$ cat src/verilog/clk_ctrl_pkg.sv
// Function
// All seven clock sources feed distribution
// System clock picks fastest available source
// Bus clock divides system clock; CPU follows
// Eight 16-bit digital dividers, any source
// Four analog dividers with adjustable skew
// Eight-way select, divide two up, ~50% duty
// Outputs resynchronised and deglitched to system
// Digital divider chains through interconnect input
// Eight interconnect clocks feed digital dividers
// Interconnect carries pin or logic clocks
// Watch crystal feeds sleep timer, 1 s tick
// Watch oscillator has two power settings
// USB uses 48 MHz route or doubler
// USB domain asynchronous, bridged by bus
// Four power modes, active down to hibernate
// Active mode enables per its template
// Alternate active uses its own template
// Sleep disables all but slow clocks
// Sleep exits only on listed wake events
// Hibernate stops clocks, pin wake only
// Core regulators start on, software disables
// Wakeup returns active and forces CPU on
// Active mode after reset
// Config changes only at output boundary; skew and chaining take effect at once
// Ratio zero or one holds output low
package clk_ctrl_pkg;

    localparam int NUM_SRC  = 7;
    localparam int NUM_DIG  = 8;
    localparam int NUM_ANA  = 4;
    localparam int NUM_SUB  = 8;
    localparam int NUM_WAKE = 6;
    localparam int DIV_W    = 16;
    localparam int SEL_W    = 3;
    localparam int SKEW_W   = 4;
    localparam int DLY_LEN  = 16;

    // Source indices on the seven-wide source bus; SEL_ROUTE_IN selects the divider's eighth input
    localparam logic [SEL_W-1:0] SRC_MAIN_OSC  = 3'h0;
    localparam logic [SEL_W-1:0] SRC_HF_XTAL   = 3'h1;
    localparam logic [SEL_W-1:0] SRC_ROUTE     = 3'h2;
    localparam logic [SEL_W-1:0] SRC_PLL       = 3'h3;
    localparam logic [SEL_W-1:0] SRC_DOUBLER   = 3'h4;
    localparam logic [SEL_W-1:0] SRC_LOW_OSC   = 3'h5;
    localparam logic [SEL_W-1:0] SRC_WATCH     = 3'h6;
    localparam logic [SEL_W-1:0] SEL_ROUTE_IN  = 3'h7;

    // Wake input positions
    localparam int WAKE_CMP   = 0;
    localparam int WAKE_PIN   = 1;
    localparam int WAKE_I2C   = 2;
    localparam int WAKE_RTC   = 3;
    localparam int WAKE_TICK  = 4;
    localparam int WAKE_UNDERV = 5;

    localparam int SUB_CPU = 0;

    localparam logic [DIV_W-1:0] RATIO_MIN   = 16'h0002;
    localparam logic [DIV_W-1:0] DIV_RST     = 16'h0000;
    localparam logic [SEL_W-1:0] SEL_RST     = 3'h0;
    localparam logic [1:0]       REG_EN_RST  = 2'h3;
    localparam logic [14:0]      WATCH_PER_S = 15'h7FFF;

    // four power modes
    typedef enum logic [1:0]
    {
        PM_ACTIVE    = 2'b00,
        PM_ALTERNATE = 2'b01,
        PM_SLEEP     = 2'b10,
        PM_HIBERNATE = 2'b11
    } pm_t;

endpackage

$ cat src/verilog/clk_divider.sv
`timescale 1ns/1ps
`default_nettype none
module clk_divider
(
    input  wire logic                                i_sys_clk,
    input  wire logic                                i_reset_n,
    input  wire logic [7:0]                          i_src,
    input  wire logic [clk_ctrl_pkg::SEL_W-1:0]      i_sel,
    input  wire logic [clk_ctrl_pkg::DIV_W-1:0]      i_ratio,
    input  wire logic [clk_ctrl_pkg::SKEW_W-1:0]     i_skew,
    input  wire logic                                i_run,
    output logic                                     o_clk,
    output logic                                     o_tick
);
    import clk_ctrl_pkg::*;

    logic [7:0]       prev_q;
    logic [SEL_W-1:0] sel_q;
    logic [DIV_W-1:0] ratio_q;
    logic [DIV_W-1:0] count_q;
    logic             raw_q;
    logic [DLY_LEN-1:0] dly_q;
    logic             edge_hit;
    logic             wrap;
    logic             ratio_ok;
    logic [DIV_W-1:0] high_len;
    logic             clk_next;

    // =======================================================
    // Source edge detection
    // =======================================================
    // eight-way select
    assign edge_hit = i_src[sel_q] & ~prev_q[sel_q];
    assign ratio_ok = (ratio_q >= RATIO_MIN);
    assign wrap     = edge_hit && (count_q == ratio_q - 16'h0001);
    assign high_len = ratio_q - (ratio_q >> 1);

    always_ff @(posedge i_sys_clk or negedge i_reset_n)
    begin
        if (!i_reset_n)
            prev_q <= 8'h00;
        else
            prev_q <= i_src;
    end

    // =======================================================
    // Configuration reload and counter
    // =======================================================
    // reload at wrap, or every cycle while stopped or ratio below two
    always_ff @(posedge i_sys_clk or negedge i_reset_n)
    begin
        if (!i_reset_n)
        begin
            sel_q   <= SEL_RST;
            ratio_q <= DIV_RST;
        end
        else if (!i_run || !ratio_ok || wrap)
        begin
            sel_q   <= i_sel;
            ratio_q <= i_ratio;
        end
    end

    // divide with ~50% duty
    always_ff @(posedge i_sys_clk or negedge i_reset_n)
    begin
        if (!i_reset_n)
        begin
            count_q <= DIV_RST;
            raw_q   <= 1'b0;
        end
        else if (!i_run || !ratio_ok)
        begin
            count_q <= DIV_RST;
            // stalled divider holds low
            raw_q   <= 1'b0;
        end
        else if (edge_hit)
        begin
            // changes only on a source edge, no runts
            count_q <= wrap ? DIV_RST : count_q + 16'h0001;
            // Rises only at wrap, so a restart never opens with a runt
            raw_q   <= wrap | (raw_q & (count_q + 16'h0001 < high_len));
        end
    end

    // =======================================================
    // Skew delay and registered outputs
    // =======================================================
    // skew delays the edge in system cycles
    always_ff @(posedge i_sys_clk or negedge i_reset_n)
    begin
        if (!i_reset_n)
            dly_q <= '0;
        else
            dly_q <= {dly_q[DLY_LEN-2:0], raw_q};
    end

    assign clk_next = (i_skew == '0) ? raw_q : dly_q[i_skew - 4'h1];

    // resynchronised output flop
    always_ff @(posedge i_sys_clk or negedge i_reset_n)
    begin
        if (!i_reset_n)
        begin
            o_clk  <= 1'b0;
            o_tick <= 1'b0;
        end
        else
        begin
            o_clk  <= clk_next;
            o_tick <= clk_next & ~o_clk;
        end
    end
endmodule
`default_nettype wire

$ cat src/verilog/clock_tree_and_power_modes.sv
`timescale 1ns/1ps
`default_nettype none
module clock_tree_and_power_modes
(
    input  wire logic                                    i_sys_clk,
    input  wire logic                                    i_reset_n,
    input  wire logic [clk_ctrl_pkg::NUM_SRC-1:0]        i_src_clk,
    input  wire logic [clk_ctrl_pkg::NUM_SRC-1:0]        i_src_avail,
    input  wire logic [clk_ctrl_pkg::NUM_DIG-1:0]        i_route_clk,
    input  wire logic [clk_ctrl_pkg::DIV_W-1:0]          i_bus_ratio,
    input  wire logic [clk_ctrl_pkg::NUM_DIG*3-1:0]      i_dig_sel,
    input  wire logic [clk_ctrl_pkg::NUM_DIG*16-1:0]     i_dig_ratio,
    input  wire logic [clk_ctrl_pkg::NUM_DIG-1:0]        i_dig_chain,
    input  wire logic [clk_ctrl_pkg::NUM_ANA*3-1:0]      i_ana_sel,
    input  wire logic [clk_ctrl_pkg::NUM_ANA*16-1:0]     i_ana_ratio,
    input  wire logic [clk_ctrl_pkg::NUM_ANA*4-1:0]      i_ana_skew,
    input  wire logic                                    i_watch_low_power,
    input  wire logic                                    i_usb_use_doubler,
    input  wire logic                                    i_mode_req_valid,
    input  wire clk_ctrl_pkg::pm_t                       i_mode_req,
    input  wire logic [clk_ctrl_pkg::NUM_SUB-1:0]        i_active_tmpl,
    input  wire logic [clk_ctrl_pkg::NUM_SUB-1:0]        i_alt_tmpl,
    input  wire logic [clk_ctrl_pkg::NUM_WAKE-1:0]       i_wake,
    input  wire logic [1:0]                              i_reg_disable,
    output logic [clk_ctrl_pkg::SEL_W-1:0]               o_sys_src,
    output logic                                         o_bus_clk,
    output logic                                         o_bus_tick,
    output logic                                         o_cpu_tick,
    output logic [clk_ctrl_pkg::NUM_DIG-1:0]             o_dig_clk,
    output logic [clk_ctrl_pkg::NUM_DIG-1:0]             o_dig_tick,
    output logic [clk_ctrl_pkg::NUM_ANA-1:0]             o_ana_clk,
    output logic [clk_ctrl_pkg::NUM_ANA-1:0]             o_ana_tick,
    output logic                                         o_sleep_tick,
    output logic                                         o_rtc_second,
    output logic                                         o_watch_low_power,
    output logic                                         o_usb_use_doubler,
    output clk_ctrl_pkg::pm_t                            o_power_mode,
    output logic [clk_ctrl_pkg::NUM_SUB-1:0]             o_subsys_en,
    output logic                                         o_slow_clk_en,
    output logic [1:0]                                   o_core_reg_en
);
    import clk_ctrl_pkg::*;

    // =======================================================
    // Input synchronisers
    // =======================================================
    localparam int SYNC_W = NUM_SRC + NUM_DIG + NUM_WAKE;

    logic [SYNC_W-1:0] meta_q;
    logic [SYNC_W-1:0] sync_q;
    logic [NUM_SRC-1:0]  src_s;
    logic [NUM_DIG-1:0]  route_s;
    logic [NUM_WAKE-1:0] wake_s;

    always_ff @(posedge i_sys_clk or negedge i_reset_n)
    begin
        if (!i_reset_n)
        begin
            meta_q <= '0;
            sync_q <= '0;
        end
        else
        begin
            // pin and logic clocks enter through here
            meta_q <= {i_wake, i_route_clk, i_src_clk};
            sync_q <= meta_q;
        end
    end

    assign src_s   = sync_q[NUM_SRC-1:0];
    assign route_s = sync_q[NUM_SRC+NUM_DIG-1:NUM_SRC];
    assign wake_s  = sync_q[SYNC_W-1:NUM_SRC+NUM_DIG];

    // =======================================================
    // Power mode sequencer
    // =======================================================
    pm_t  mode_q;
    pm_t  mode_d;
    logic cpu_force_q;
    logic wake_any;
    logic clocks_run;

    always_comb
    begin
        wake_any = 1'b0;
        case (mode_q)
            // only the listed sources end sleep
            PM_SLEEP:     wake_any = |wake_s;
            // hibernate wakes on pin events alone
            PM_HIBERNATE: wake_any = wake_s[WAKE_PIN];
            default:      wake_any = 1'b0;
        endcase
    end

    always_comb
    begin
        mode_d = mode_q;
        case (mode_q)
            PM_ACTIVE, PM_ALTERNATE:
            begin
                if (i_mode_req_valid)
                    mode_d = i_mode_req;
            end
            PM_SLEEP, PM_HIBERNATE:
            begin
                // any wake returns to active
                if (wake_any)
                    mode_d = PM_ACTIVE;
            end
            default: mode_d = PM_ACTIVE;
        endcase
    end

    // reset lands in active mode
    always_ff @(posedge i_sys_clk or negedge i_reset_n)
    begin
        if (!i_reset_n)
            mode_q <= PM_ACTIVE;
        else
            mode_q <= mode_d;
    end

    // forced CPU on; wake wins over a same-cycle request
    always_ff @(posedge i_sys_clk or negedge i_reset_n)
    begin
        if (!i_reset_n)
            cpu_force_q <= 1'b0;
        else if (wake_any)
            cpu_force_q <= 1'b1;
        else if (i_mode_req_valid)
            cpu_force_q <= 1'b0;
    end

    assign clocks_run = (mode_q == PM_ACTIVE) || (mode_q == PM_ALTERNATE);

    always_ff @(posedge i_sys_clk or negedge i_reset_n)
    begin
        if (!i_reset_n)
        begin
            o_power_mode  <= PM_ACTIVE;
            o_subsys_en   <= '0;
            o_slow_clk_en <= 1'b1;
        end
        else
        begin
            o_power_mode <= mode_q;
            case (mode_q)
                // per-subsystem enable from active template
                PM_ACTIVE:    o_subsys_en <= i_active_tmpl;
                // alternate active has its own template
                PM_ALTERNATE: o_subsys_en <= i_alt_tmpl;
                // sleep ignores the templates
                default:      o_subsys_en <= '0;
            endcase
            if (cpu_force_q && clocks_run)
                o_subsys_en[SUB_CPU] <= 1'b1;
            // slow clocks survive sleep, R20 not hibernate
            o_slow_clk_en <= (mode_q != PM_HIBERNATE);
        end
    end

    // =======================================================
    // Core regulators
    // =======================================================
    // regulators on after power-up, software turns off
    always_ff @(posedge i_sys_clk or negedge i_reset_n)
    begin
        if (!i_reset_n)
            o_core_reg_en <= REG_EN_RST;
        else
            o_core_reg_en <= o_core_reg_en & ~i_reg_disable;
    end

    // =======================================================
    // System clock selection
    // =======================================================
    logic [SEL_W-1:0] fast_sel;

    // fastest available source wins
    always_comb
    begin
        if (i_src_avail[SRC_PLL])
            fast_sel = SRC_PLL;
        else if (i_src_avail[SRC_DOUBLER])
            fast_sel = SRC_DOUBLER;
        else if (i_src_avail[SRC_MAIN_OSC])
            fast_sel = SRC_MAIN_OSC;
        else if (i_src_avail[SRC_HF_XTAL])
            fast_sel = SRC_HF_XTAL;
        else if (i_src_avail[SRC_ROUTE])
            fast_sel = SRC_ROUTE;
        else if (i_src_avail[SRC_LOW_OSC])
            fast_sel = SRC_LOW_OSC;
        else
            fast_sel = SRC_WATCH;
    end

    always_ff @(posedge i_sys_clk or negedge i_reset_n)
    begin
        if (!i_reset_n)
            o_sys_src <= SRC_MAIN_OSC;
        else
            o_sys_src <= fast_sel;
    end

    // =======================================================
    // Bus and CPU clock
    // =======================================================
    logic bus_clk;
    logic bus_tick;

    // dedicated bus divider on the system source
    clk_divider u_bus_div
    (
        .i_sys_clk (i_sys_clk),
        .i_reset_n (i_reset_n),
        .i_src     ({8{src_s[o_sys_src]}}),
        .i_sel     (SEL_RST),
        .i_ratio   (i_bus_ratio),
        .i_skew    (4'h0),
        .i_run     (clocks_run),
        .o_clk     (bus_clk),
        .o_tick    (bus_tick)
    );

    always_ff @(posedge i_sys_clk or negedge i_reset_n)
    begin
        if (!i_reset_n)
        begin
            o_bus_clk  <= 1'b0;
            o_bus_tick <= 1'b0;
            o_cpu_tick <= 1'b0;
        end
        else
        begin
            o_bus_clk  <= bus_clk;
            o_bus_tick <= bus_tick;
            // CPU ticks with the bus, gated by its enable
            o_cpu_tick <= bus_tick & o_subsys_en[SUB_CPU];
        end
    end

    // =======================================================
    // Digital and analog dividers
    // =======================================================
    logic [NUM_DIG-1:0] dig_clk;
    logic [NUM_DIG-1:0] dig_tick;

    genvar gi;
    generate
        for (gi = 0; gi < NUM_DIG; gi++)
        begin : g_dig
            logic route_in;
            // chain from the neighbour output, R09 own route
            assign route_in = i_dig_chain[gi] ?
                              dig_clk[(gi + NUM_DIG - 1) % NUM_DIG] :
                              route_s[gi];
            // eight independent dividers, R01 all sources
            clk_divider u_div
            (
                .i_sys_clk (i_sys_clk),
                .i_reset_n (i_reset_n),
                .i_src     ({route_in, src_s}),
                .i_sel     (i_dig_sel[gi*3 +: 3]),
                .i_ratio   (i_dig_ratio[gi*16 +: 16]),
                .i_skew    (4'h0),
                .i_run     (clocks_run),
                .o_clk     (dig_clk[gi]),
                .o_tick    (dig_tick[gi])
            );
        end
        for (gi = 0; gi < NUM_ANA; gi++)
        begin : g_ana
            // analog dividers carry skew control
            clk_divider u_div
            (
                .i_sys_clk (i_sys_clk),
                .i_reset_n (i_reset_n),
                .i_src     ({route_s[0], src_s}),
                .i_sel     (i_ana_sel[gi*3 +: 3]),
                .i_ratio   (i_ana_ratio[gi*16 +: 16]),
                .i_skew    (i_ana_skew[gi*4 +: 4]),
                .i_run     (clocks_run),
                .o_clk     (o_ana_clk[gi]),
                .o_tick    (o_ana_tick[gi])
            );
        end
    endgenerate

    assign o_dig_clk  = dig_clk;
    assign o_dig_tick = dig_tick;

    // =======================================================
    // Watch crystal: sleep timer and one-second tick
    // =======================================================
    logic        watch_prev_q;
    logic        watch_edge;
    logic [14:0] sec_cnt_q;

    assign watch_edge = src_s[SRC_WATCH] & ~watch_prev_q;

    always_ff @(posedge i_sys_clk or negedge i_reset_n)
    begin
        if (!i_reset_n)
            watch_prev_q <= 1'b0;
        else
            watch_prev_q <= src_s[SRC_WATCH];
    end

    // one second of watch crystal edges
    always_ff @(posedge i_sys_clk or negedge i_reset_n)
    begin
        if (!i_reset_n)
        begin
            sec_cnt_q    <= '0;
            o_rtc_second <= 1'b0;
            o_sleep_tick <= 1'b0;
        end
        else
        begin
            o_sleep_tick <= watch_edge && o_slow_clk_en;
            o_rtc_second <= 1'b0;
            if (watch_edge && o_slow_clk_en)
            begin
                if (sec_cnt_q == WATCH_PER_S)
                begin
                    sec_cnt_q    <= '0;
                    o_rtc_second <= 1'b1;
                end
                else
                    sec_cnt_q <= sec_cnt_q + 15'h0001;
            end
        end
    end

    // =======================================================
    // Oscillator power setting and USB source
    // =======================================================
    always_ff @(posedge i_sys_clk or negedge i_reset_n)
    begin
        if (!i_reset_n)
        begin
            o_watch_low_power <= 1'b0;
            o_usb_use_doubler <= 1'b0;
        end
        else
        begin
            // two watch oscillator power settings
            o_watch_low_power <= i_watch_low_power;
            // route 48 MHz or doubler; R14 domain lives outside
            o_usb_use_doubler <= i_usb_use_doubler;
        end
    end
endmodule
`default_nettype wire
$ cat config.mk
export PLATFORM = sky130hd
export DESIGN_NAME = clock_tree_and_power_modes
export DESIGN_NICKNAME = d
export VERILOG_FILES = /design/src/verilog/clk_ctrl_pkg.sv /design/src/verilog/clk_divider.sv /design/src/verilog/clock_tree_and_power_modes.sv
export SDC_FILE = /design/constraint.sdc
export NUM_CORES = 2
export LEC_CHECK = 0
export ABC_AREA = 1
export BUFFER_PORTS_ARGS = -buffer_cell sky130_fd_sc_hd__buf_4
export CORE_UTILIZATION = 63
export CTS_CLUSTER_SIZE = 8
export DETAILED_ROUTE_END_ITERATION = 16
export HOLD_SLACK_MARGIN = 0.12
export PLACE_DENSITY_LB_ADDON = 0.25
export SLEW_MARGIN = 10
export SYNTH_ARGS = -nofsm -noshare
export SYNTH_HDL_FRONTEND = slang
export SYNTH_SLANG_ARGS = --single-unit
$ cat constraint.sdc
create_clock -name i_sys_clk -period 3.4 [get_ports i_sys_clk]
set_input_delay 0.68 -clock i_sys_clk [delete_from_list [all_inputs] [get_ports i_sys_clk]]
set_output_delay 0.68 -clock i_sys_clk [all_outputs]
set_load 0.01 [all_outputs]
Word level (Yosys, flattened, before mapping)
Cells that the tools add are included.
Storage, ports and cells
  register bits after elaboration: 712
  bits of input ports: 321
  output and inout port bits: 47
  word-level logic and storage cells: 530
Operators by class
  add/sub/neg operators: 44
  $lt $le $gt $ge: 43
  eq/ne operators: 20
  multiplexer cells: 152
  bitwise operators: 83
  reduce and logical (&&, ||, !) cells: 79
Operators with widths (count)
  $mux 16: 39
  $add 16x1->16 const B: 13
  $eq 16x16->1: 13
  $ge 16x2->1 const B: 13
  $lt 16x16->1: 13
  $sub 16x1->16 const B: 13
  $sub 16x15->16: 13
  $bmux 1 s3: 25
  $mux 1: 72
  $lt 3x4->1 const B: 13
  $and 1x1->1: 41
  $reduce_bool 2->1: 14
  $logic_or 1x1->1: 27
  $not 1->1: 27
  $lt 4x5->1 const B: 4
  $bmux 1 s4: 4
  $logic_not 4->1: 4
  $pmux 8 s2: 1
  $sub 4x1->4 const B: 4
  $add 15x1->15 const B: 1
  $eq 15x15->1 const B: 1
  $logic_and 1x1->1: 15
  $mux 15: 1
  $mux 3: 5
  other kinds (14): 45

Logic depth before layout (Yosys ltp)
  word-level depth: 8
  gate-level depth with buffers: 24
  gate-level depth less buffers: 24

By module
From an unflattened synthesis, not the netlist that was laid out.
Unflattened totals
  cells, all modules: 8516
  area, all modules: 64704.6 um^2
Modules (own cells, without submodules)
  clk_divider at g_ana[3].u_div ...: times used 8, cells each 627, area an instance 4704.5 um^2, sequential area each 1551.5 um^2
  clk_divider at g_ana[0].u_div ...: times used 5, cells each 645, area an instance 4798.4 um^2, sequential area each 1551.5 um^2
  clock_tree_and_power_modes: times used 1, cells each 275, area an instance 3076.7 um^2, sequential area each 2105.8 um^2

Least setup slack after synthesis
No wires, ideal clock.
  kind: reg2reg
  start: register g_ana[1].u_div.ratio_q[0]
  end: register g_ana[1].u_div.raw_q
  library setup time: 0.117 ns
  arrival: 2.728 ns
  data required time: 3.283 ns
  setup slack: 0.555 ns
  stages on the path, launching flop included: 25
  buffers on the path: 0
  clock period less this slack: 2.845 ns
  path through: dfrtp_1 -> inv_1 -> ha_1 -> inv_1 -> fa_1 -> nand3_1 -> nand2_1 -> nand4_1 -> nand4_1 -> nand2_1 -> inv_1 -> o21bai_1 -> nand2_1 -> nand2_1 -> nand2_1 -> ha_1 -> nand2_1 -> inv_1 -> nand3_1 -> nor3_1 -> o21ai_0 -> nand3_1 -> nand2_1 -> nand2_1 -> nand2_1
Between the ends
  longest elaborated chain between the ends: 6
  elaborated cells between the ends (all ways): 13
  those cells by class: add/sub: 2; order compare: 2; eq/ne: 1; mux: 2; bitwise: 2; reduce/logical: 4
RTL lines
  from (decl): RTL line clk_divider.sv:19  | logic [DIV_W-1:0] ratio_q;
  from (signal assigned): RTL line clk_divider.sv:60  | ratio_q <= i_ratio;
  $sub 16x15->16 or $sub 16x1->16 (tied branches): RTL line clk_divider.sv:36, clk_divider.sv:35
  $lt 16x16->1 or $eq 16x16->1 (tied branches): RTL line clk_divider.sv:83, clk_divider.sv:35
  $and 1x1->1 or $logic_and 1x1->1 (tied branches): RTL line clk_divider.sv:83, clk_divider.sv:35
  $or 1x1->1: RTL line clk_divider.sv:83  | raw_q <= wrap | (raw_q & (count_q + 16'h0001 < high_len));
  $mux 1: RTL line clk_divider.sv:78  | else if (edge_hit)
  $mux 1: RTL line clk_divider.sv:72  | else if (!i_run || !ratio_ok)
  to (signal assigned): RTL line clk_divider.sv:83
  to (decl): RTL line clk_divider.sv:21  | logic raw_q;
Parallel ways exist; a longest one is shown, timed or not. The select of a mux whose other input is x is not followed.
A chain may end at the register's enable or synchronous reset.

Final worst setup path
  start: register g_dig[4].u_div.ratio_q[2]
  end: register g_dig[4].u_div.raw_q
Between the ends
  longest elaborated chain between the ends: 6
  elaborated cells between the ends (all ways): 13
  those cells by class: add/sub: 2; order compare: 2; eq/ne: 1; mux: 2; bitwise: 2; reduce/logical: 4
RTL lines (RTL line)
  from (decl): clk_divider.sv:19
  from (signal assigned): clk_divider.sv:60
  $sub 16x15->16 or $sub 16x1->16 (tied branches): clk_divider.sv:36, clk_divider.sv:35
  $lt 16x16->1 or $eq 16x16->1 (tied branches): clk_divider.sv:83, clk_divider.sv:35
  $and 1x1->1 or $logic_and 1x1->1 (tied branches): clk_divider.sv:83, clk_divider.sv:35
  $or 1x1->1: clk_divider.sv:83
  $mux 1: clk_divider.sv:78
  $mux 1: clk_divider.sv:72
  to (signal assigned): clk_divider.sv:83
  to (decl): clk_divider.sv:21
Parallel ways exist; a longest one is shown, timed or not. The select of a mux whose other input is x is not followed.

==> metrics <==
maxcap violations 0; yosys warns 0; synthesized area per cell 7.30 um^2; Critical R2R Capture g_dig[4].u_div.raw_q; Final WS setup 0.161 ns; setup TNS 0 ns; top post-synthesis cells by area dfrtp_1, ha_1, nand2_1, inv_1, xor2_1; drt total wl 157 mm; combinational fraction of design power 68.3%; clock group share of total power 13.1%; placed cell count 9197; crit share post-route 95.3%; Via Count 52416; Post-Syn Area 56200 um^2; WHS Endpoint o_sys_src[2]; R2R depth 22; Yosys top cell area share 29.0%; I/O pins 368; DP HPWL 122 mm; register area share after synthesis 29.2%; final setup vio count 0; CP arrival 3.81 ns; EDFF count, synth 0; vias in the first global route 49918; WL/cell 16.8 um; port bufs 366; clock skew 0.0273 ns; WS Path Type flop to flop; routability congestion estimate 0.979; hold_sp i_src_avail[3]; VDD IR-drop max 927 uV; RSZ-0062 raised after global routing true; Net count, final 9196; CTS tree yes; width of the chip 301 um; Clock Path Buffers 3; Area growth syn-to-layout 13.9%; Most Used Layer, Global Route met2; first-iteration detailed-routing DRC count 3997; FMAX 309 MHz; Flop pwr share 18.6%; Global Route met1 Usage 45.6%; Via density 5.59; # clock sinks 655; fraction of layout instances using a drive strength above 1 11.0%; CTS root buf clkbuf_16; most frequent CP cell nand2_1; synth cell count leaders nand2_1, inv_1, ha_1; CP max FO 6; Row Count 109; Psw 0.0345 W; crit-path cells inv_1, ha_1, inv_1, a21oi_1, o31ai_2, nand2_1, nand2_1, nand2_1, nand2_1, nand3_1, nand2_1, xor2_1, ha_1, nand2_1, inv_1, nand3_2, nor3_2, nand2_1, nand3_1, nand3_1, nand2_1, inv_1; top_reg_cell synth dfrtp_1; Critical Path Max Stage Delay 0.44 ns; Fin. Hold Viols 0; H-tree levels 3; GR Util met3 3.89%; Overflow after GRT 0; all-layer global routing usage 34.1%; worst path bufs/invs 4; leak pwr 35.5 nW; worst skew pair latency 0.68 ns; DIE HEIGHT 301 um; max-slew violations 0; DP Worst Slack 0.0907 ns; outcome complete, no violations; cells after synthesis 7689; Worst setup EP type flop; M2 GR Usage 56.9%; Critical-path top delay cell dfrtp_1; Worst Tran Pin Value 1.17 ns; cell taking the most area after synthesis dfrtp_1; Worst path top cell family by delay simple AND/OR/NAND/NOR gates; Hold Path Class primary input to flop; count leader, synth nand2_1; DRC errors left 0; FF-to-FF Start g_dig[4].u_div.ratio_q[2]; Worst EP required 3.97 ns; Synth Net Count 8708; Final Non-Filler Cells 9379; Critical Path Stages 22; Post-DRT Antenna Nets 0; largest net degree at the start of global routing 71; Tot Pwr 0.0661 W; reg-to-reg setup timing slack 0.16 ns; Hold Path Stages 2; Synth Register Bits 655; Core Area 88400 um^2; initial antenna violation count 9; Power Density 1030 nW/um^2; first-pass GRT wire length 251 mm; clock slew at reported path FFs 0.06 ns; die area 90400 um^2; Initial Utilization 63.6%; Slew Limit Headroom 21.4%; First-pass DRT Iterations 8; Post-synth ARST share 100%; switching share of power 52.2%; CP Launch Type flop; CTS buffer count 94; Int Pwr 0.0316 W; number of distinct library cells after synthesis 61; fin crit period 3.24 ns
-- area by class of cell --
cell class	count	area, um^2
Clock inverter	9	88.8
Multi-Input combinational cell	5765	34900
Sequential cell	655	16400
Antenna cell	3	7.51
Clock buffer	121	2500
Tap cell	1165	1460
Fill cell	7271	24400
Inverter	1076	4050
Timing Repair Buffer	585	4580
-- metal layers --
layer / up-vias / wire, um / share of wire, %
li1: 25830 / - / -
met3: 309 / 9110 / 5.8
met4: 6 / 5930 / 3.8
met2: 1615 / 74000 / 47
met1: 24656 / 68400 / 43
met5: - / 38 / 0.024
-- repair_timing --
action,4_1_cts,5_1_grt
endpoints found under the setup margin,0,13
hold buffers,23,0
gates resized for setup,0,95
setup buffers,0,26
hold endpoints to repair,70,0
-- metrics by stage --
stage	hold slack, ns	instance area (um^2)	utilization [%]
floorplan	0.331	56200	-
global placement	0.333	60700	68.7
detailed placement	0.336	60700	68.7
CTS	0.126	63500	71.9
global route	0.134	64000	72.4
finish	0.159	64000	72.4
-- state kept, by name, summed over array words and instances (netlist names), 12 cells and up --
register             cells
sync_q                  21
meta_q                  21
g_dig.u_div.ratio_q    128
sec_cnt_q               15
g_dig.u_div.sel_q       24
g_ana.u_div.ratio_q     64
g_ana.u_div.count_q     64
g_ana.u_div.sel_q       12
u_bus_div.count_q       16
g_ana.u_div.dly_q       64
g_dig.u_div.count_q    128
u_bus_div.ratio_q       16
-- how the worst max path moves through the flow --
stage	slack, ns	startpoint	endpoint
floorplan	0.56	g_ana[1].u_div.ratio_q[0]	g_ana[1].u_div.raw_q
global placement	0.19	g_ana[0].u_div.ratio_q[1]	g_ana[0].u_div.raw_q
detailed placement	0.09	g_ana[3].u_div.ratio_q[0]	g_ana[3].u_div.raw_q
CTS	0.06	g_dig[4].u_div.ratio_q[0]	g_dig[4].u_div.raw_q
global route	-0.09	g_ana[2].u_div.ratio_q[0]	g_ana[2].u_div.raw_q
finish	0.16	g_dig[4].u_div.ratio_q[2]	g_dig[4].u_div.raw_q
-- layout by cell type, fill, tap and decap left out, types with 29 or more instances in the layout --
cell type | Yosys | routed
nor3_1 | 60 | 50
inv_1 | 1028 | 1019
nor2_1 | 380 | 380
nor4_1 | 46 | 46
clkbuf_16 | 0 | 95
o211ai_1 | 35 | 35
ha_1 | 685 | 676
o21bai_1 | 30 | 29
xor2_1 | 412 | 412
nand4_1 | 281 | 281
o21ai_0 | 195 | 181
nand3_1 | 622 | 617
inv_2 | 44 | 50
nand2_1 | 2148 | 2148
xnor2_1 | 174 | 174
buf_4 | 40 | 551
a21oi_1 | 384 | 381
dfrtp_1 | 652 | 632
o31ai_1 | 40 | 32
nand3b_1 | 53 | 53
-- power groups by stage --
stage / clock, W / combinational (W) / sequential (W)
after floorplan: 0 / 0.0320 / 0.0117
after global placement: 0 / 0.0420 / 0.0122
after detailed placement: 0 / 0.0432 / 0.0123
after CTS: 0.00876 / 0.0437 / 0.0122
after global routing: 0.00906 / 0.0507 / 0.0125
final: 0.00865 / 0.0452 / 0.0123
-- cell families (layout without fill, tap and decap cells) --
family,count (synthesis),count (layout),synth area share [%]
flops,655,655,29.2
buf+inv,1269,1791,9.10
mux,11,11,0.198
xor+xnor,586,586,9.14
other cells,0,3,0
compound gates,769,769,7.71
fa+ha+maj,698,698,15.7
simple gates,3701,3701,28.9
-- worst reg2reg max path: cells and delay by family (launching register included) --
family,cells,cell delay (ns)
DFF,1,0.44
xor gates and xnor gates,1,0.15
and+or+nand+nor,13,1.16
AOI/OAI and AO/OA,2,0.31
buffers and inverters,4,0.39
adders and majority gates,2,0.69
(Power assumes the default switching activity.)
